`config.mk`:
```
export PLATFORM = sky130hd
export DESIGN_NAME = parallel_readout_crc_port
export DESIGN_NICKNAME = d
export VERILOG_FILES = /design/src/core/prc_pkg.sv /design/src/core/sync_word_fifo.sv /design/src/core/parallel_readout_crc_port.sv
export VERILOG_INCLUDE_DIRS = /design/src /design/src/core
export SDC_FILE = /design/constraint.sdc
export NUM_CORES = 1
export LEC_CHECK = 0
export ABC_AREA = 1
export BUFFER_PORTS_ARGS = -buffer_cell sky130_fd_sc_hd__buf_2
export CORE_MARGIN = 5
export CORE_UTILIZATION = 30
export CTS_CLUSTER_SIZE = 40
export DETAILED_ROUTE_END_ITERATION = 7
export GPL_TIMING_DRIVEN = 1
export PLACE_DENSITY_LB_ADDON = 0.1
export SLEW_MARGIN = 20
export SYNTH_ARGS = -nofsm -noshare
export SYNTH_HDL_FRONTEND = slang
export SYNTH_SLANG_ARGS = --single-unit
```
`constraint.sdc`:
```
create_clock -name clk_sys -period 3 [get_ports clk_sys]
set_input_delay 0.15 -clock clk_sys [delete_from_list [all_inputs] [get_ports clk_sys]]
set_output_delay 0.15 -clock clk_sys [all_outputs]
set_load 0.02 [all_outputs]
```
`src/core/prc_defs.svh`:
```
/*
 * Constants of the parallel readout port: command word layout, register
 * addresses and reset values, channel codes, self-test codes, pin indices.
 * Assumes it is included by bare name from the port module and the bench.
 */
// Function
// - mode pins 00 at release: software mode
// - interface pin low at release: parallel port
// - trigger rise starts conversion, busy until done
// - drive data only while select, read low
// - chip select rise floats bus, fall releases
// - two reads for A and B, more with status
// - first read gives A, next gives B
// - register access only in software mode
// - write strobe rise latches one command word
// - read command loads output register, next read
// - self-test channel forces fixed A, B codes
// - self-test selectable only in software mode
// - no CRC on hardware parallel port
// - CRC lives in status; CRC, status coupled
// - hardware CRC pin latched at reset release
// - either config bit turns CRC on
// - CRC starts zero, A then B
// - CRC bits are fixed XOR equations
// - status word read after conversion results
// - channel register selects supply, regulator nodes
// - hardware mode: pins configure, data only
// - reset selects first A and B inputs
`ifndef PRC_DEFS_SVH
`define PRC_DEFS_SVH

`define PRC_FIFO_DEPTH       16
`define PRC_WORD_W           16
`define PRC_CMD_WRITE_BIT    15
`define PRC_CMD_ADDR_MSB     14
`define PRC_CMD_ADDR_LSB     9
`define PRC_CMD_DATA_MSB     8
`define PRC_ADDR_CONFIG      6'h02
`define PRC_ADDR_CHANNEL     6'h03
`define PRC_ADDR_STATUS      6'h04
`define PRC_CFG_CRC_BIT      0
`define PRC_CFG_STATUS_BIT   1
`define PRC_CFG_RESET        9'h000
`define PRC_CHAN_RESET       9'h000
`define PRC_CH_SUPPLY        4'h8
`define PRC_CH_REGULATOR     4'h9
`define PRC_CH_SELFTEST      4'hB
`define PRC_SELFTEST_A       16'hAAAA
`define PRC_SELFTEST_B       16'h5555
`define PRC_CRC_INIT         8'h00
`define PRC_MODE_SOFTWARE    2'h0
`define PRC_IF_PARALLEL      1'b0
`define PRC_SETTLE_CYCLES    2'h2
`define PRC_SYNC_W           24
`define PRC_SYNC_RESET       24'h700000
`define PRC_PIN_TRIG         23
`define PRC_PIN_CS           22
`define PRC_PIN_RD           21
`define PRC_PIN_WR           20
`define PRC_PIN_MODE_MSB     19
`define PRC_PIN_MODE_LSB     18
`define PRC_PIN_IF           17
`define PRC_PIN_CRC          16

`endif

```
`src/core/prc_pkg.sv`:
```
/*
 * Types of the parallel readout port: operating mode and conversion states.
 * Assumes nothing of its surroundings.
 */
package prc_pkg;

  typedef enum logic {
    MODE_SOFTWARE,
    MODE_HARDWARE
  } op_mode_t;

  typedef enum logic [2:0] {
    CONV_IDLE,
    CONV_WAIT,
    CONV_PUSH_A,
    CONV_PUSH_B,
    CONV_PUSH_STATUS
  } conv_state_t;

endpackage

```
`src/core/sync_word_fifo.sv`:
```
/*
 * Single-clock word FIFO with registered head word and synchronous flush.
 * Assumes DEPTH is a power of two and both sides run on clk_sys.
 */
`timescale 1ns/1ps
module sync_word_fifo #(
  parameter int WIDTH = 16,
  parameter int DEPTH = 16
) (
  input  logic             clk_sys,
  input  logic             rst_n,
  input  logic             clk_en,
  input  logic             flush,
  input  logic             wr_valid,
  output logic             wr_ready,
  input  logic [WIDTH-1:0] wr_data,
  output logic             rd_valid,
  input  logic             rd_ready,
  output logic [WIDTH-1:0] rd_data
);

  localparam int AW = $clog2(DEPTH);

  logic [WIDTH-1:0] mem [DEPTH];
  logic [AW-1:0]    wptr;
  logic [AW-1:0]    rptr;
  logic [AW:0]      count;
  logic             push;
  logic             load;

  // ---------------------------------------------------------------
  // handshake
  // ---------------------------------------------------------------
  // the head register counts beyond DEPTH, so full means the array is full
  assign wr_ready = (count < (AW+1)'(DEPTH));
  assign push     = wr_valid & wr_ready & ~flush;
  assign load     = (count != '0) & (~rd_valid | rd_ready) & ~flush;

  // storage array, no reset needed on data
  always_ff @(posedge clk_sys) begin
    if (clk_en && push) begin
      mem[wptr] <= wr_data;
    end
  end

  // pointers and fill count
  always_ff @(posedge clk_sys or negedge rst_n) begin
    if (!rst_n) begin
      wptr  <= '0;
      rptr  <= '0;
      count <= '0;
    end else if (clk_en) begin
      if (flush) begin
        wptr  <= '0;
        rptr  <= '0;
        count <= '0;
      end else begin
        if (push) begin
          wptr <= wptr + AW'(1);
        end
        if (load) begin
          rptr <= rptr + AW'(1);
        end
        count <= count + (AW+1)'(push) - (AW+1)'(load);
      end
    end
  end

  // registered head word; a pop with nothing behind it empties the head
  always_ff @(posedge clk_sys or negedge rst_n) begin
    if (!rst_n) begin
      rd_valid <= 1'b0;
      rd_data  <= '0;
    end else if (clk_en) begin
      if (flush) begin
        rd_valid <= 1'b0;
      end else if (load) begin
        rd_valid <= 1'b1;
        rd_data  <= mem[rptr];
      end else if (rd_ready) begin
        rd_valid <= 1'b0;
      end
    end
  end

endmodule

```
`src/core/parallel_readout_crc_port.sv`:
```
/*
 * Parallel 16-bit host port of a dual simultaneous-sampling converter:
 * mode latching at reset release, conversion readback through a FIFO,
 * command-word register access, self-test codes and the pair CRC.
 * Assumes the converter core sits on clk_sys and answers conv_start with
 * one conv_result_valid pulse carrying both results; host pins are async.
 */
`timescale 1ns/1ps
`include "prc_defs.svh"
module parallel_readout_crc_port #(
  parameter int FIFO_DEPTH = `PRC_FIFO_DEPTH
) (
  input  logic        clk_sys,
  input  logic        rst_n,
  input  logic        clk_en,
  input  logic [1:0]  operating_mode_select_pins,
  input  logic        interface_select_pin,
  input  logic        crc_enable_pin,
  input  logic        conversion_trigger,
  input  logic        cs_n,
  input  logic        rd_n,
  input  logic        wr_n,
  input  logic [15:0] data_bus_in,
  output logic [15:0] data_bus_out,
  output logic        data_bus_oe_n,
  output logic        busy,
  output logic        conv_start,
  input  logic        conv_result_valid,
  output logic        conv_result_ready,
  input  logic [15:0] conv_result_a,
  input  logic [15:0] conv_result_b,
  output logic [3:0]  channel_select_a,
  output logic [3:0]  channel_select_b,
  output logic        crc_active,
  output logic        software_mode,
  output logic        hw_crc_latched
);

  // ---------------------------------------------------------------
  // pin synchronisers
  // ---------------------------------------------------------------
  logic [`PRC_SYNC_W-1:0] pin_raw;
  logic [`PRC_SYNC_W-1:0] pin_meta;
  logic [`PRC_SYNC_W-1:0] pin_sync;
  logic [`PRC_SYNC_W-1:0] pin_prev;

  assign pin_raw = {conversion_trigger, cs_n, rd_n, wr_n, operating_mode_select_pins,
                    interface_select_pin, crc_enable_pin, data_bus_in};

  // two stages; strobes idle high so no false edge at release
  always_ff @(posedge clk_sys or negedge rst_n) begin
    if (!rst_n) begin
      pin_meta <= `PRC_SYNC_RESET;
      pin_sync <= `PRC_SYNC_RESET;
      pin_prev <= `PRC_SYNC_RESET;
    end else if (clk_en) begin
      pin_meta <= pin_raw;
      pin_sync <= pin_meta;
      pin_prev <= pin_sync;
    end
  end

  logic        trig_rise;
  logic        cs_low;
  logic        cs_rise;
  logic        rd_low;
  logic        rd_fall;
  logic        wr_rise;
  logic [15:0] cmd;

  assign trig_rise = pin_sync[`PRC_PIN_TRIG] & ~pin_prev[`PRC_PIN_TRIG];
  assign cs_low    = ~pin_sync[`PRC_PIN_CS];
  assign cs_rise   = pin_sync[`PRC_PIN_CS] & ~pin_prev[`PRC_PIN_CS];
  assign rd_low    = ~pin_sync[`PRC_PIN_RD];
  assign rd_fall   = ~pin_sync[`PRC_PIN_RD] & pin_prev[`PRC_PIN_RD];
  assign wr_rise   = pin_sync[`PRC_PIN_WR] & ~pin_prev[`PRC_PIN_WR];
  // data must stay stable through the strobe's sync delay
  assign cmd       = pin_sync[15:0];

  // ---------------------------------------------------------------
  // mode latch at reset release
  // ---------------------------------------------------------------
  logic             latched;
  logic [1:0]       settle_cnt;
  prc_pkg::op_mode_t op_mode;
  logic             parallel_sel;
  logic             port_on;

  // straps are caught once the synchronisers hold real pin levels
  always_ff @(posedge clk_sys or negedge rst_n) begin
    if (!rst_n) begin
      latched        <= 1'b0;
      settle_cnt     <= 2'h0;
      op_mode        <= prc_pkg::MODE_HARDWARE;
      parallel_sel   <= 1'b0;
      hw_crc_latched <= 1'b0;
    end else if (clk_en && !latched) begin
      if (settle_cnt == `PRC_SETTLE_CYCLES) begin
        latched      <= 1'b1;
        op_mode      <= (pin_sync[`PRC_PIN_MODE_MSB:`PRC_PIN_MODE_LSB] == `PRC_MODE_SOFTWARE) ?
                        prc_pkg::MODE_SOFTWARE : prc_pkg::MODE_HARDWARE;
        parallel_sel <= (pin_sync[`PRC_PIN_IF] == `PRC_IF_PARALLEL);
        hw_crc_latched <= pin_sync[`PRC_PIN_CRC];
      end else begin
        settle_cnt <= settle_cnt + 2'h1;
      end
    end
  end

  assign software_mode = latched & (op_mode == prc_pkg::MODE_SOFTWARE);
  assign port_on       = latched & parallel_sel;

  // ---------------------------------------------------------------
  // register access
  // ---------------------------------------------------------------
  logic [8:0]  cfg_reg;
  logic [8:0]  chan_reg;
  logic [15:0] reg_out;
  logic        reg_pending;
  logic [15:0] reg_mux;
  logic [15:0] status_word;
  logic [7:0]  crc;
  logic        cmd_take;
  logic        rd_take;
  logic        self_test;
  logic [5:0]  cmd_addr;

  assign cmd_addr = cmd[`PRC_CMD_ADDR_MSB:`PRC_CMD_ADDR_LSB];
  // hardware mode leaves the port for conversion data only
  assign cmd_take = wr_rise & cs_low & port_on & software_mode;
  assign rd_take  = rd_fall & cs_low & port_on;

  // configuration and channel registers
  always_ff @(posedge clk_sys or negedge rst_n) begin
    if (!rst_n) begin
      cfg_reg  <= `PRC_CFG_RESET;
      chan_reg <= `PRC_CHAN_RESET;
    end else if (clk_en && cmd_take && cmd[`PRC_CMD_WRITE_BIT]) begin
      case (cmd_addr)
        `PRC_ADDR_CONFIG:  cfg_reg  <= cmd[`PRC_CMD_DATA_MSB:0];
        `PRC_ADDR_CHANNEL: chan_reg <= cmd[`PRC_CMD_DATA_MSB:0];
        default: begin
        end
      endcase
    end
  end

  // read-back multiplexer; unmapped addresses read zero
  always_comb begin
    case (cmd_addr)
      `PRC_ADDR_CONFIG:  reg_mux = {7'h00, cfg_reg};
      `PRC_ADDR_CHANNEL: reg_mux = {7'h00, chan_reg};
      `PRC_ADDR_STATUS:  reg_mux = status_word;
      default:           reg_mux = 16'h0000;
    endcase
  end

  // read command parks the register in the output register
  always_ff @(posedge clk_sys or negedge rst_n) begin
    if (!rst_n) begin
      reg_out     <= 16'h0000;
      reg_pending <= 1'b0;
    end else if (clk_en) begin
      if (cmd_take && !cmd[`PRC_CMD_WRITE_BIT]) begin
        reg_out     <= reg_mux;
        reg_pending <= 1'b1;
      end else if (rd_take) begin
        reg_pending <= 1'b0;
      end
    end
  end

  // either bit couples CRC and status append; hardware parallel has neither
  assign crc_active       = software_mode &
                            (cfg_reg[`PRC_CFG_CRC_BIT] | cfg_reg[`PRC_CFG_STATUS_BIT]);
  assign channel_select_a = software_mode ? chan_reg[3:0] : 4'h0;
  assign channel_select_b = software_mode ? chan_reg[7:4] : 4'h0;
  assign self_test        = software_mode & (chan_reg[3:0] == `PRC_CH_SELFTEST);
  assign status_word      = {channel_select_a, channel_select_b, crc};

  // ---------------------------------------------------------------
  // CRC update
  // ---------------------------------------------------------------
  // duplicated terms are kept as the equations print them; they cancel
  function automatic logic [7:0] crc_step(input logic [15:0] d, input logic [7:0] c);
    logic [7:0] n;
    n[0] = d[14]^d[12]^d[8]^d[7]^d[6]^d[0]^c[0]^c[4]^c[6];
    n[1] = d[15]^d[14]^d[13]^d[12]^d[9]^d[6]^d[6]^d[1]^d[0]^c[1]^c[4]^c[5]^c[6]^c[7];
    n[2] = d[15]^d[13]^d[12]^d[10]^d[8]^d[6]^d[2]^d[1]^d[0]^c[0]^c[2]^c[4]^c[5]^c[7];
    n[3] = d[14]^d[13]^d[11]^d[9]^d[7]^d[3]^d[2]^d[1]^c[1]^c[3]^c[5]^c[6];
    n[4] = d[15]^d[14]^d[12]^d[10]^d[8]^d[4]^d[3]^d[2]^c[0]^c[2]^c[4]^c[6]^c[7];
    n[5] = d[15]^d[13]^d[11]^d[9]^d[5]^d[4]^d[3]^c[1]^c[6]^c[7];
    n[6] = d[14]^d[12]^d[10]^d[6]^d[5]^d[4]^c[2]^c[4]^c[6];
    n[7] = d[15]^d[13]^d[11]^d[7]^d[6]^d[5]^c[3]^c[3]^c[5]^c[7];
    return n;
  endfunction

  // ---------------------------------------------------------------
  // conversion control and FIFO fill
  // ---------------------------------------------------------------
  prc_pkg::conv_state_t state;
  logic [15:0] res_a;
  logic [15:0] res_b;
  logic [15:0] eff_a;
  logic [15:0] eff_b;
  logic        fifo_flush;
  logic        fifo_wr_valid;
  logic        fifo_wr_ready;
  logic [15:0] fifo_wr_data;
  logic        fifo_rd_valid;
  logic        fifo_rd_ready;
  logic [15:0] fifo_rd_data;

  assign eff_a = self_test ? `PRC_SELFTEST_A : conv_result_a;
  assign eff_b = self_test ? `PRC_SELFTEST_B : conv_result_b;
  assign conv_result_ready = (state == prc_pkg::CONV_WAIT);
  // capturing a new pair drops stale words so the next read is A
  assign fifo_flush = conv_result_ready & conv_result_valid;

  // a trigger while busy is ignored; the chain restarts with each pair
  always_ff @(posedge clk_sys or negedge rst_n) begin
    if (!rst_n) begin
      state      <= prc_pkg::CONV_IDLE;
      busy       <= 1'b0;
      conv_start <= 1'b0;
      res_a      <= 16'h0000;
      res_b      <= 16'h0000;
      crc        <= `PRC_CRC_INIT;
    end else if (clk_en) begin
      conv_start <= 1'b0;
      case (state)
        prc_pkg::CONV_IDLE: begin
          if (trig_rise && port_on) begin
            conv_start <= 1'b1;
            busy       <= 1'b1;
            state      <= prc_pkg::CONV_WAIT;
          end
        end
        prc_pkg::CONV_WAIT: begin
          if (conv_result_valid) begin
            res_a <= eff_a;
            res_b <= eff_b;
            crc   <= crc_step(eff_b, crc_step(eff_a, `PRC_CRC_INIT));
            state <= prc_pkg::CONV_PUSH_A;
          end
        end
        prc_pkg::CONV_PUSH_A: begin
          if (fifo_wr_ready) begin
            state <= prc_pkg::CONV_PUSH_B;
          end
        end
        prc_pkg::CONV_PUSH_B: begin
          if (fifo_wr_ready) begin
            if (crc_active) begin
              state <= prc_pkg::CONV_PUSH_STATUS;
            end else begin
              state <= prc_pkg::CONV_IDLE;
              busy  <= 1'b0;
            end
          end
        end
        prc_pkg::CONV_PUSH_STATUS: begin
          if (fifo_wr_ready) begin
            state <= prc_pkg::CONV_IDLE;
            busy  <= 1'b0;
          end
        end
        default: begin
          state <= prc_pkg::CONV_IDLE;
          busy  <= 1'b0;
        end
      endcase
    end
  end

  // words leave in order A, B, then status when CRC is on
  always_comb begin
    fifo_wr_valid = 1'b1;
    case (state)
      prc_pkg::CONV_PUSH_A:      fifo_wr_data = res_a;
      prc_pkg::CONV_PUSH_B:      fifo_wr_data = res_b;
      prc_pkg::CONV_PUSH_STATUS: fifo_wr_data = status_word;
      default: begin
        fifo_wr_valid = 1'b0;
        fifo_wr_data  = 16'h0000;
      end
    endcase
  end

  sync_word_fifo #(
    .WIDTH (16),
    .DEPTH (FIFO_DEPTH)
  ) u_fifo (
    .clk_sys  (clk_sys),
    .rst_n    (rst_n),
    .clk_en   (clk_en),
    .flush    (fifo_flush),
    .wr_valid (fifo_wr_valid),
    .wr_ready (fifo_wr_ready),
    .wr_data  (fifo_wr_data),
    .rd_valid (fifo_rd_valid),
    .rd_ready (fifo_rd_ready),
    .rd_data  (fifo_rd_data)
  );

  // ---------------------------------------------------------------
  // readback and bus drive
  // ---------------------------------------------------------------
  // a pending register answer goes before conversion words
  assign fifo_rd_ready = rd_take & ~reg_pending & ~fifo_flush;

  // each read falling edge presents the next word while one is queued; an empty FIFO leaves the last word
  always_ff @(posedge clk_sys or negedge rst_n) begin
    if (!rst_n) begin
      data_bus_out <= 16'h0000;
    end else if (clk_en && rd_take) begin
      if (reg_pending) begin
        data_bus_out <= reg_out;
      end else if (fifo_rd_valid && !fifo_flush) begin
        data_bus_out <= fifo_rd_data;
      end
    end
  end

  // drive only while select and read are low; release floats the bus
  assign data_bus_oe_n = ~(port_on & cs_low & rd_low);

  // ---------------------------------------------------------------
  // checks
  // ---------------------------------------------------------------
  a_bus_drive_gate: assert property (@(posedge clk_sys) disable iff (!rst_n)
    !data_bus_oe_n |-> (!pin_sync[`PRC_PIN_CS] && !pin_sync[`PRC_PIN_RD] && parallel_sel))
    else $error("data bus driven outside select and read");

  a_cs_release_float: assert property (@(posedge clk_sys) disable iff (!rst_n)
    cs_rise |-> data_bus_oe_n)
    else $error("bus still driven after select rise");

  a_trigger_busy: assert property (@(posedge clk_sys) disable iff (!rst_n)
    (clk_en && trig_rise && port_on && state == prc_pkg::CONV_IDLE) |=> (busy && conv_start))
    else $error("trigger did not raise busy");

  a_readback_word: assert property (@(posedge clk_sys) disable iff (!rst_n)
    (clk_en && fifo_rd_ready && fifo_rd_valid) |=> (data_bus_out == $past(fifo_rd_data)))
    else $error("read did not present head word");

  a_selftest_codes: assert property (@(posedge clk_sys) disable iff (!rst_n)
    (clk_en && fifo_flush && self_test) |=> (res_a == `PRC_SELFTEST_A && res_b == `PRC_SELFTEST_B))
    else $error("self-test codes not forced");

  a_hw_regs_frozen: assert property (@(posedge clk_sys) disable iff (!rst_n)
    (latched && !software_mode) |=> ($stable(cfg_reg) && $stable(chan_reg) && !reg_pending))
    else $error("register changed in hardware mode");

  a_hw_no_crc: assert property (@(posedge clk_sys) disable iff (!rst_n)
    !software_mode |-> (!crc_active && !self_test))
    else $error("crc or self-test active in hardware mode");

  a_status_append: assert property (@(posedge clk_sys) disable iff (!rst_n)
    (clk_en && state == prc_pkg::CONV_PUSH_B && fifo_wr_ready && crc_active)
      |=> (fifo_wr_valid && fifo_wr_data[7:0] == crc))
    else $error("status word not appended");

  a_flush_rewind: assert property (@(posedge clk_sys) disable iff (!rst_n)
    (clk_en && fifo_flush) |=> (!fifo_rd_valid && state == prc_pkg::CONV_PUSH_A))
    else $error("new conversion did not rewind readback");

endmodule

```
==> summary.md, run 1 <==
| Metric | Value |
|---|---|
| Final period utilization | `91.03%` |
| Tightest Pin Transition | `around 0.75 ns` |
| Slew headroom | `about 50%` |
| Fin area | `roughly 24000 um2` |
| Mean post-synth cell area | `9.627 um2` |
| CTS tree | `done` |
| Routed wire length | `60760 um` |
| Final non-filler cell total | `3114` |
| IR Drop Worst-Case VDD | `0.0003644 V` |
| I/O pin count | `91` |
| CTS Buf Count | `50` |
| Critical setup path kind | `flip-flop to flip-flop` |
| Layout Skew | `0.03071 ns` |
| Vias | `around 15000` |
| R2R depth | `18` |
| Area grow syn2layout | `20.37%` |
| Die width | `265.7 um` |
| Worst skew pair latency | `around 0.59 ns` |
| HP Start | `conv_result_a[8]` |
| CTS root buf | `clkbuf_16` |
| Initial antenna violation count | `0` |
| Yosys reg bits | `between 400 and 500` |
| Crit path buf inv count | `4` |
| Number of synthesized flops with an enable pin | `256` |
| # placed instances | `2981` |
| Primary FF master, synth | `edfxtp_1` |
| DRT iter0 DRCs | `between 900 and 1000` |
| Initial core utilization | `between 30% and 40%` |
| Hold Vio Cnt, Final | `0` |
| Max reg flops | `between 200 and 300` |
| DR WL/cell | `19.51 um` |
| Post-DP HPWL | `41300 um` |
| Share of the yosys chip area belonging to registers | `62.61%` |
| Lkg Pwr | `approximately 10 nW` |
| Synthesized area | `19610 um2` |
| Largest net degree at the start of global routing | `just under 90` |
| Crit path largest cell delay | `0.37 ns` |
| Power per Cell Area | `about 840 nW/um2` |
| Post-placement cell area | `about 22000 um2` |
| Hold Crit Class | `primary input to flip-flop` |
| Worst R2R End | `u_fifo.count[4]$_DFFE_PN0P_` |
| MaxCap Viol Count | `0` |
| Clock buffer depth | `3` |
| Synth Net Count | `approximately 2100` |
| Row cnt | `93` |
| Global routing usage on met2 | `27.44%` |
| Synth warn | `0` |
| CP endpoint kind | `flip-flop` |
| Met1 usage | `around a quarter` |
| Syn Inst Count | `2037` |
| Met3 Track Usage GR | `2.553%` |
| Die Ht | `265.7 um` |
| Nets@finish | `2293` |
| Critical path's top delay family | `adder cells` |
| Port bufs | `90` |
| Pins over their slew limit | `0` |
| Via density | `4.773` |
| Clk slew on worst S/H paths | `~0.060 ns` |
| First-pass GRT wire length | `roughly 92000 um` |
| Remaining antenna violation count after routing | `0` |
| Ys async rst share | `41.69%` |
| Setup Viol. Count Final | `0` |
| 1st-pass router iterations | `5` |
| Largest regs | `u_fifo.mem (256), pin_meta (24), pin_sync (24)` |
| Crit path depth | `18` |
| GRT Max-Usage Layer | `met2` |
| Crit path cell chain | `inv_1 > nor3_2 > inv_1 > nor2_2 > o21ai_0 > o21ai_1 > nor2_1 > ha_1 > inv_1 > ha_1 > fa_2 > nand2_1 > inv_1 > nor2_1 > nor2_1 > nor2_1 > xor2_1 > o22ai_1` |
| Share of post-route cells with drive strength above 1 | `13.59%` |
| Worst reg-to-reg setup slack | `0.27 ns` |
| Distinct cell type count after synthesis | `45` |
| All-Layer GR Usage | `16.95%` |
| Minimum clock period | `2.731 ns` |
| CP max-delay cell | `fa_2` |
| Min-Delay Endpoint | `res_a[8]$_DFFE_PN0P_` |
| R2R Path Start | `state[0]$_DFFE_PN0P_` |
| Worst-path fanout max | `3` |
| Clock sinks | `439` |
| Ant diodes | `0` |
| Hold depth | `3` |
| Worst setup startpoint | `state[0]$_DFFE_PN0P_` |
| Vias in the first global route | `about 15000` |
| H-Tree Depth | `2` |
| Required time worst endpoint | `about 3.4 ns` |
| Total power | `a little under 0.02 W` |
| Crit start category | `flip-flop` |
| RSZ-0062 raised after global routing | `no` |
| Full die area | `70580 um2` |
| Largest Register | `u_fifo.mem` |
| Total gr overflow | `0` |
| Final GP Congestion | `0.8406` |
| Status | `complete, no violations` |
| Max Clock Freq | `0.3662 GHz` |
| DR DRC count | `0` |
| Core area | `64580 um2` |
| CP arrival | `3.15 ns` |
| Setup TNS | `0 ns` |
-- through the flow --
| stage | setup slack, ns | utilization [%] | hold WS, ns |
|---|---|---|---|
| 4_1_cts | 0.1662 | 36.50 | 0.003001 |
| 2_1_floorplan | 0.08933 | - | -0.1456 |
| 3_3_place_gp | 0.2843 | 33.37 | 0.2626 |
| 5_1_grt | 0.02123 | 36.55 | 0.02256 |
| 3_5_place_dp | 0.2244 | 33.37 | 0.2697 |
| 6_report | 0.2692 | 36.55 | 0.02698 |
-- kinds of logic after synthesis --
kind of cell | share of synthesized area [%]
fa+ha+maj | 0.8677
simple gates | 19.01
xor+xnor | 1.161
buf+inv | 5.181
flops | 62.61
compound gates | 11.17
-- repair_timing --
action / 4_1_cts / 5_1_grt
hold buffers: 39 / 0
buffers inserted: 0 / 3
setup endpoints to repair: 0 / 1
resized for setup: 0 / 4
endpoints found under the hold margin: 116 / 0
-- power by group --
| part | internal [W] | switching [W] |
|---|---|---|
| logic | 0.00179 | 0.00393 |
| clock network | 0.00365 | 0.00245 |
| registers | 0.00750 | 0.000551 |
| total | 0.0129 | 0.00693 |
-- how the worst max path moves through the flow --
stage	to	slack, ns
after detailed placement	u_fifo.count[4]$_DFFE_PN0P_	0.22
after CTS	u_fifo.count[4]$_DFFE_PN0P_	0.17
final	u_fifo.count[4]$_DFFE_PN0P_	0.27
after floorplan	u_fifo.count[4]$_DFFE_PN0P_	0.09
after global placement	u_fifo.count[4]$_DFFE_PN0P_	0.28
after global routing	u_fifo.count[4]$_DFFE_PN0P_	0.02
-- area by class of cell --
class / count / area [um2]
Timing Repair Buffer: 215 / 1570
Clock inverter: 25 / 251.5
Fill cell: 6564 / 40980
Inverter: 179 / 673.1
Clock buffer: 66 / 1381
Tap cell: 855 / 1070
Multi-Input combinational cell: 1335 / 6377
Sequential cell: 439 / 12280
-- tightest hold or removal path, stage by stage --
cell and delay, ns:
buf_2 0.14, nand2_1 0.15, o21ai_0 0.10
-- metal layers --
metal	part of all wire, %	wire, um
met2	47	28350
met1	46	28170
met4	3.2	1928
met3	3.8	2304
met5	0	0
-- cells in the mapped netlist (all sizes together), types with 24 or more instances --
cell	instances	area share, %
inv	172	3.3
dfrtp	174	22
o22ai	28	0.89
edfxtp	256	39
o221ai	27	1.2
clkbuf	74	1.4
a31oi	24	0.77
nor2	147	2.9
nand2	620	12
nand3	123	3.3
a21oi	54	1.4
o21ai	207	5.3
-- placed cells by master, fill, tap and decap left out, types with 15 or more instances in the layout --
| master | n |
|---|---|
| a21oi_1 | 53 |
| a31oi_1 | 24 |
| buf_2 | 89 |
| buf_4 | 80 |
| clkbuf_16 | 50 |
| clkinv_1 | 17 |
| dfrtp_1 | 173 |
| dlygate4sd3_1 | 39 |
| edfxtp_1 | 256 |
| inv_1 | 165 |
| nand2_1 | 613 |
| nand3_1 | 120 |
| nand4_1 | 15 |
| nor2_1 | 123 |
| nor2_2 | 23 |
| o21ai_0 | 198 |
| o221ai_1 | 27 |
| o22ai_1 | 28 |
| xor2_1 | 15 |
Power figures use the tool's default switching activity.
==> inputs of run 2 (changes only) <==
--- a/config.mk
+++ b/config.mk
@@ -9,7 +9,7 @@
 export ABC_AREA = 1
 export BUFFER_PORTS_ARGS = -buffer_cell sky130_fd_sc_hd__buf_2
 export CORE_MARGIN = 5
-export CORE_UTILIZATION = 30
+export CORE_UTILIZATION = 45
 export CTS_CLUSTER_SIZE = 40
 export DETAILED_ROUTE_END_ITERATION = 7
 export GPL_TIMING_DRIVEN = 1
==> summary.md, run 2 (synthesized netlist as in run 1, its figures left out) <==
| Metric | Value |
|---|---|
| Min-Delay Endpoint | `u_fifo.wptr[3]$_DFFE_PN0P_` |
| Commonest non-fill, non-tap cell in the layout | `nand2_1` |
| Clk slew on worst S/H paths | `~0.060 ns` |
| Pins over their slew limit | `0` |
| DR WL/cell | `just under 20 um` |
| Die Ht | `roughly 220 um` |
| Core area | `43080 um2` |
| DR DRC count | `0` |
| Via density | `5.295` |
| Max reg flops | `around 260` |
| Final GP Congestion | `0.9229` |
| M1 wire length | `24310 um` |
| Lkg Pwr | `~10 nW` |
| Minimum clock period | `2.778 ns` |
| Largest regs | `u_fifo.mem (256), pin_meta (24), pin_sync (24)` |
| R2R depth | `17` |
| I/O pin count | `91` |
| Vias | `14970` |
| Tightest Pin Transition | `0.7293 ns` |
| FF/Latch Area | `approximately 12000 um2` |
| Commonest cells after routing, fill and taps aside | `nand2_1, edfxtp_1, o21ai_0, dfrtp_1, inv_1` |
| Slew headroom | `50.74%` |
| 1st-pass router iterations | `5` |
| Nets@finish | `2282` |
| Clock buffer depth | `3` |
| Largest net degree at the start of global routing | `94` |
| First-pass GRT wire length | `85190 um` |
| RSZ-0062 raised after global routing | `no` |
| Multi-input gate area | `6375 um2` |
| WL met3 | `3109 um` |
| MaxCap Viol Count | `0` |
| Initial core utilization | `45.52%` |
| Row cnt | `76` |
| Worst R2R End | `u_fifo.count[4]$_DFFE_PN0P_` |
| Total gr overflow | `0` |
| Die width | `218.8 um` |
| R2R Path Start | `state[2]$_DFFE_PN0P_` |
| CTS tree | `done` |
| Share of post-route cells with drive strength above 1 | `12.97%` |
| Required time worst endpoint | `3.43 ns` |
| Critical setup path kind | `flip-flop to flip-flop` |
| Hold Crit Class | `primary input to flip-flop` |
| Final period utilization | `92.61%` |
| Vias in the first global route | `about 15000` |
| CTS Buf Count | `47` |
| Area grow syn2layout | `17.56%` |
| Worst skew pair latency | `approximately 0.58 ns` |
| Clock sinks | `439` |
| Power per Cell Area | `837.1 nW/um2` |
| Hold depth | `3` |
| Post-DP HPWL | `36750 um` |
| Met2 Routed Length | `about 26000 um` |
| Largest Register | `u_fifo.mem` |
| Remaining antenna violation count after routing | `0` |
| Hold Vio Cnt, Final | `0` |
| Status | `complete, no violations` |
| H-Tree Depth | `2` |
| Initial antenna violation count | `0` |
| Ant diodes | `0` |
| Total power | `0.01930 W` |
| Port bufs | `90` |
| DRT iter0 DRCs | `1172` |
| Crit start category | `flip-flop` |
| IR Drop Worst-Case VDD | `between 0.0004 and 0.0005 V` |
| Worst reg-to-reg setup slack | `0.22 ns` |
| CTS root buf | `clkbuf_16` |
| Full die area | `47850 um2` |
| HP Start | `clk_en` |
| CP endpoint kind | `flip-flop` |
| Setup Viol. Count Final | `0` |
| Max Used Layer | `met4` |
| CP arrival | `3.20 ns` |
| Number of fill cells | `3949` |
| All-Layer GR Usage | `around 23%` |
| Max Clock Freq | `around 0.36 GHz` |
| Worst-path fanout max | `3` |
| Setup TNS | `0 ns` |
| Routed wire length | `about 55000 um` |
| Layout Skew | `around 0.014 ns` |
[run 2: cell types whose count changed in the layout (fill, tap and decap cells not counted), sizes merged]
cell         delta
bufinv          -2
inv             +1
dlygate4sd3     +2
clkinv          -7
buf            -10
[run 2: metrics by stage]
| step | hold WS (ns) | instance area (um2) | cells | utilization, % | setup slack [ns] |
|---|---|---|---|---|---|
| after floorplan | -0.1456 | 19620 | 2037 | - | 0.08933 |
| after global placement | 0.1910 | 21100 | 2701 | 48.97 | 0.1580 |
| after detailed placement | 0.1985 | 21100 | 2702 | 48.99 | 0.1104 |
| after CTS | 0.0006959 | 23030 | 2826 | 53.46 | 0.09066 |
| after global routing | 0.01032 | 23050 | 2828 | 53.52 | 0.0008860 |
| final | 0.01619 | 23050 | 2828 | 53.52 | 0.2218 |
[run 2: worst max-delay path by stage]
stage	end	from	depth (start not counted)	slack, ns
detailed placement	u_fifo.count[4]$_DFFE_PN0P_	state[2]$_DFFE_PN0P_	17	0.11
global route	u_fifo.count[4]$_DFFE_PN0P_	latched$_DFFE_PN0P_	17	0.0009
global placement	u_fifo.count[4]$_DFFE_PN0P_	state[2]$_DFFE_PN0P_	17	0.16
floorplan	u_fifo.count[4]$_DFFE_PN0P_	state[2]$_DFFE_PN0P_	17	0.09
CTS	u_fifo.count[4]$_DFFE_PN0P_	state[2]$_DFFE_PN0P_	17	0.09
finish	u_fifo.count[4]$_DFFE_PN0P_	state[2]$_DFFE_PN0P_	17	0.22
[run 2: timing repair]
| action | CTS | global route |
|---|---|---|
| hold endpoints to repair | 104 | 0 |
| hold buffers | 41 | 0 |
| endpoints found under the setup margin | 0 | 1 |
| buffers inserted | 0 | 2 |
| resized for setup | 0 | 5 |
[run 2: power by group]
| part | total, W | switching (W) | internal, W |
|---|---|---|---|
| clock network | 0.00572 | 0.00235 | 0.00337 |
| logic | 0.00550 | 0.00374 | 0.00175 |
| registers | 0.00808 | 0.000578 | 0.00751 |
[run 2: per-layer routing]
metal	GRT usage, %	vias to the layer above
met1	32.22	7214
met4	7.034	0
met3	3.906	93
met2	37.63	423
li1	-	7244
met5	0	-
[run 2: worst max-delay path, stage by stage (launching register included)]
cell	delay (ns)
dfrtp_1	0.41
nor3_2	0.22
inv_1	0.11
nor2_2	0.13
o21ai_2	0.08
o21ai_2	0.08
nor2_1	0.06
ha_1	0.27
inv_1	0.04
ha_1	0.20
fa_1	0.41
nand2_1	0.08
inv_1	0.05
nor2_1	0.09
nor2_1	0.05
nor2_1	0.11
xor2_1	0.16
o22ai_1	0.09
[run 2: final cells by class]
type,count,share of cell area [%]
Timing Repair Buffer,207,6.410
Inverter,179,2.920
Clock inverter,17,0.7544
Multi-Input combinational cell,1335,27.65
Tap cell,585,3.175
Clock buffer,66,5.813
Sequential cell,439,53.28
==> inputs of run 3 (changes only) <==
--- a/config.mk
+++ b/config.mk
@@ -14,6 +14,7 @@
 export DETAILED_ROUTE_END_ITERATION = 7
 export GPL_TIMING_DRIVEN = 1
 export PLACE_DENSITY_LB_ADDON = 0.1
+export REMOVE_ABC_BUFFERS = 1
 export SLEW_MARGIN = 20
 export SYNTH_ARGS = -nofsm -noshare
 export SYNTH_HDL_FRONTEND = slang
==> summary.md, run 3 (synthesized netlist as in run 1, its figures left out) <==
| Metric | Value |
|---|---|
| Worst reg-to-reg setup slack | `0.19 ns` |
| CTS Buf Count | `47` |
| Required time worst endpoint | `3.43 ns` |
| Total gr overflow | `0` |
| Tightest Pin Transition | `0.7857 ns` |
| Post-DP HPWL | `35930 um` |
| Slew headroom | `47.47%` |
| Clock buffer depth | `3` |
| Vias | `14950` |
| Die width | `218.8 um` |
| Remaining antenna violation count after routing | `0` |
| Port bufs | `90` |
| Commonest non-fill, non-tap cell in the layout | `nand2_1` |
| Share of post-route cells with drive strength above 1 | `12.55%` |
| Fin area | `23030 um2` |
| 1st-pass router iterations | `8` |
| Clk slew on worst S/H paths | `0.06 ns` |
| Hold Crit Class | `primary input to flip-flop` |
| DR DRC count | `0` |
| Layout Skew | `0.02419 ns` |
| I/O pin count | `91` |
| Post-layout util | `53.47%` |
| All-Layer GR Usage | `a little under a quarter` |
| CP arrival | `3.23 ns` |
| Post-placement cell area | `between 20000 and 25000 um2` |
| DRT iter0 DRCs | `1153` |
| Nets@finish | `2283` |
| Hold depth | `5` |
| DR WL/cell | `roughly 19 um` |
| MaxCap Viol Count | `0` |
| Commonest cells after routing, fill and taps aside | `nand2_1, edfxtp_1, o21ai_0, dfrtp_1, inv_1` |
| CP endpoint kind | `flip-flop` |
| Largest net degree at the start of global routing | `89` |
| Full die area | `47850 um2` |
| Clock sinks | `439` |
| Final GP Congestion | `0.8932` |
| Final WS setup | `0.1931 ns` |
| Worst-path fanout max | `3` |
| Hold Vio Cnt, Final | `0` |
| Worst hold slack | `0.03022 ns` |
| Ant diodes | `0` |
| Final period utilization | `roughly 94%` |
| Max reg flops | `256` |
| Initial core utilization | `45.52%` |
| Setup Viol. Count Final | `0` |
| R2R depth | `18` |
| Critical setup path kind | `flip-flop to flip-flop` |
| Minimum clock period | `2.807 ns` |
| Area grow syn2layout | `17.45%` |
| Largest Register | `u_fifo.mem` |
| H-Tree Depth | `2` |
| Row cnt | `76` |
| Vias in the first global route | `14550` |
| HP Start | `conv_result_b[2]` |
| Status | `complete, no violations` |
| Min-Delay Endpoint | `res_b[2]$_DFFE_PN0P_` |
| Setup TNS | `0 ns` |
| Routed wire length | `53810 um` |
| Via density | `5.280` |
| Initial antenna violation count | `0` |
| CTS tree | `done` |
| First-pass GRT wire length | `83710 um` |
| CTS root buf | `clkbuf_16` |
| Pins over their slew limit | `0` |
| Power per Cell Area | `824.5 nW/um2` |
| Number of fill cells | `3908` |
| Crit start category | `flip-flop` |
| Core area | `43080 um2` |
| Placement Setup Slack | `between 0.03 and 0.04 ns` |
| Worst R2R End | `u_fifo.count[4]$_DFFE_PN0P_` |
| Largest regs | `u_fifo.mem (256), pin_meta (24), pin_sync (24)` |
| Lkg Pwr | `9.778 nW` |
| Max Clock Freq | `~0.36 GHz` |
| Worst skew pair latency | `0.58 ns` |
| R2R Path Start | `state[0]$_DFFE_PN0P_` |
| IR Drop Worst-Case VDD | `0.0004379 V` |
| Die Ht | `roughly 220 um` |
## run 3: cell types whose count changed in the layout (fill, tap and decap cells not counted), moves of 3 or more
cell / previous run / this run
buf_12: 3 / 6
clkbuf_1: 12 / 24
nor2_1: 126 / 132
clkinv_2: 10 / 5
bufinv_16: 3 / 0
nor2_2: 20 / 13
## run 3: worst max path at each step
stage | cells past startpoint | to | startpoint | slack (ns)
final | 18 | u_fifo.count[4]$_DFFE_PN0P_ | state[0]$_DFFE_PN0P_ | 0.19
after global routing | 18 | u_fifo.count[4]$_DFFE_PN0P_ | state[0]$_DFFE_PN0P_ | -0.003
after CTS | 18 | u_fifo.count[4]$_DFFE_PN0P_ | state[0]$_DFFE_PN0P_ | 0.006
after detailed placement | 18 | u_fifo.count[4]$_DFFE_PN0P_ | state[0]$_DFFE_PN0P_ | 0.04
after global placement | 18 | u_fifo.count[4]$_DFFE_PN0P_ | state[0]$_DFFE_PN0P_ | 0.13
after floorplan | 6 | u_fifo.rd_data[10]$_DFFE_PN0P_ | u_fifo.rptr[0]$_DFFE_PN0P_ | -2.29
## run 3: area by class of cell
class                           instances  area (um2)  share of cell area, %
Sequential cell                       439       12280                  53.32
Inverter                              179       673.1                  2.923
Tap cell                              585       732.0                  3.178
Timing Repair Buffer                  208        1520                  6.600
Multi-Input combinational cell       1335        6369                  27.65
Clock buffer                           80        1413                  6.133
Clock inverter                          6       43.79                 0.1901
## run 3: repair_timing
item	4_1_cts	5_1_grt
setup endpoints to repair	0	1
resized for setup	0	11
setup buffers	0	2
hold buffers	40	0
endpoints found under the hold margin	118	0
## run 3: metal layers
layer | GRT usage, % | wire length (um)
met1 | 32.15 | 24460
met2 | 37.04 | 25250
met3 | 2.743 | 2545
met4 | 6.573 | 1550
met5 | 0 | 0
## run 3: stage by stage
step	total power, W	cells
final	0.01899	2832
after global routing	0.02010	2832
after CTS	0.01912	2829
after detailed placement	0.01356	2703
after global placement	0.01349	2701
after floorplan	0.01130	1953
## run 3: power by group
part / leakage (nW) / internal (W) / switching, W
clock network: 0.709 / 0.00319 / 0.00230
registers: 4.63 / 0.00750 / 0.000466
logic: 4.44 / 0.00178 / 0.00375
total: 9.78 / 0.0125 / 0.00651
## run 3: critical path, stage by stage (launching register included)
cell,delay (ns)
dfrtp_1,0.40
inv_2,0.08
nor3_4,0.22
inv_2,0.08
nor2_4,0.12
o21ai_1,0.06
o21ai_1,0.15
nor2_1,0.09
ha_1,0.28
inv_1,0.04
ha_2,0.17
fa_2,0.34
nand2_1,0.07
inv_1,0.05
nor2_1,0.10
nor2_1,0.05
nor2_1,0.12
xor2_1,0.16
o22ai_1,0.08
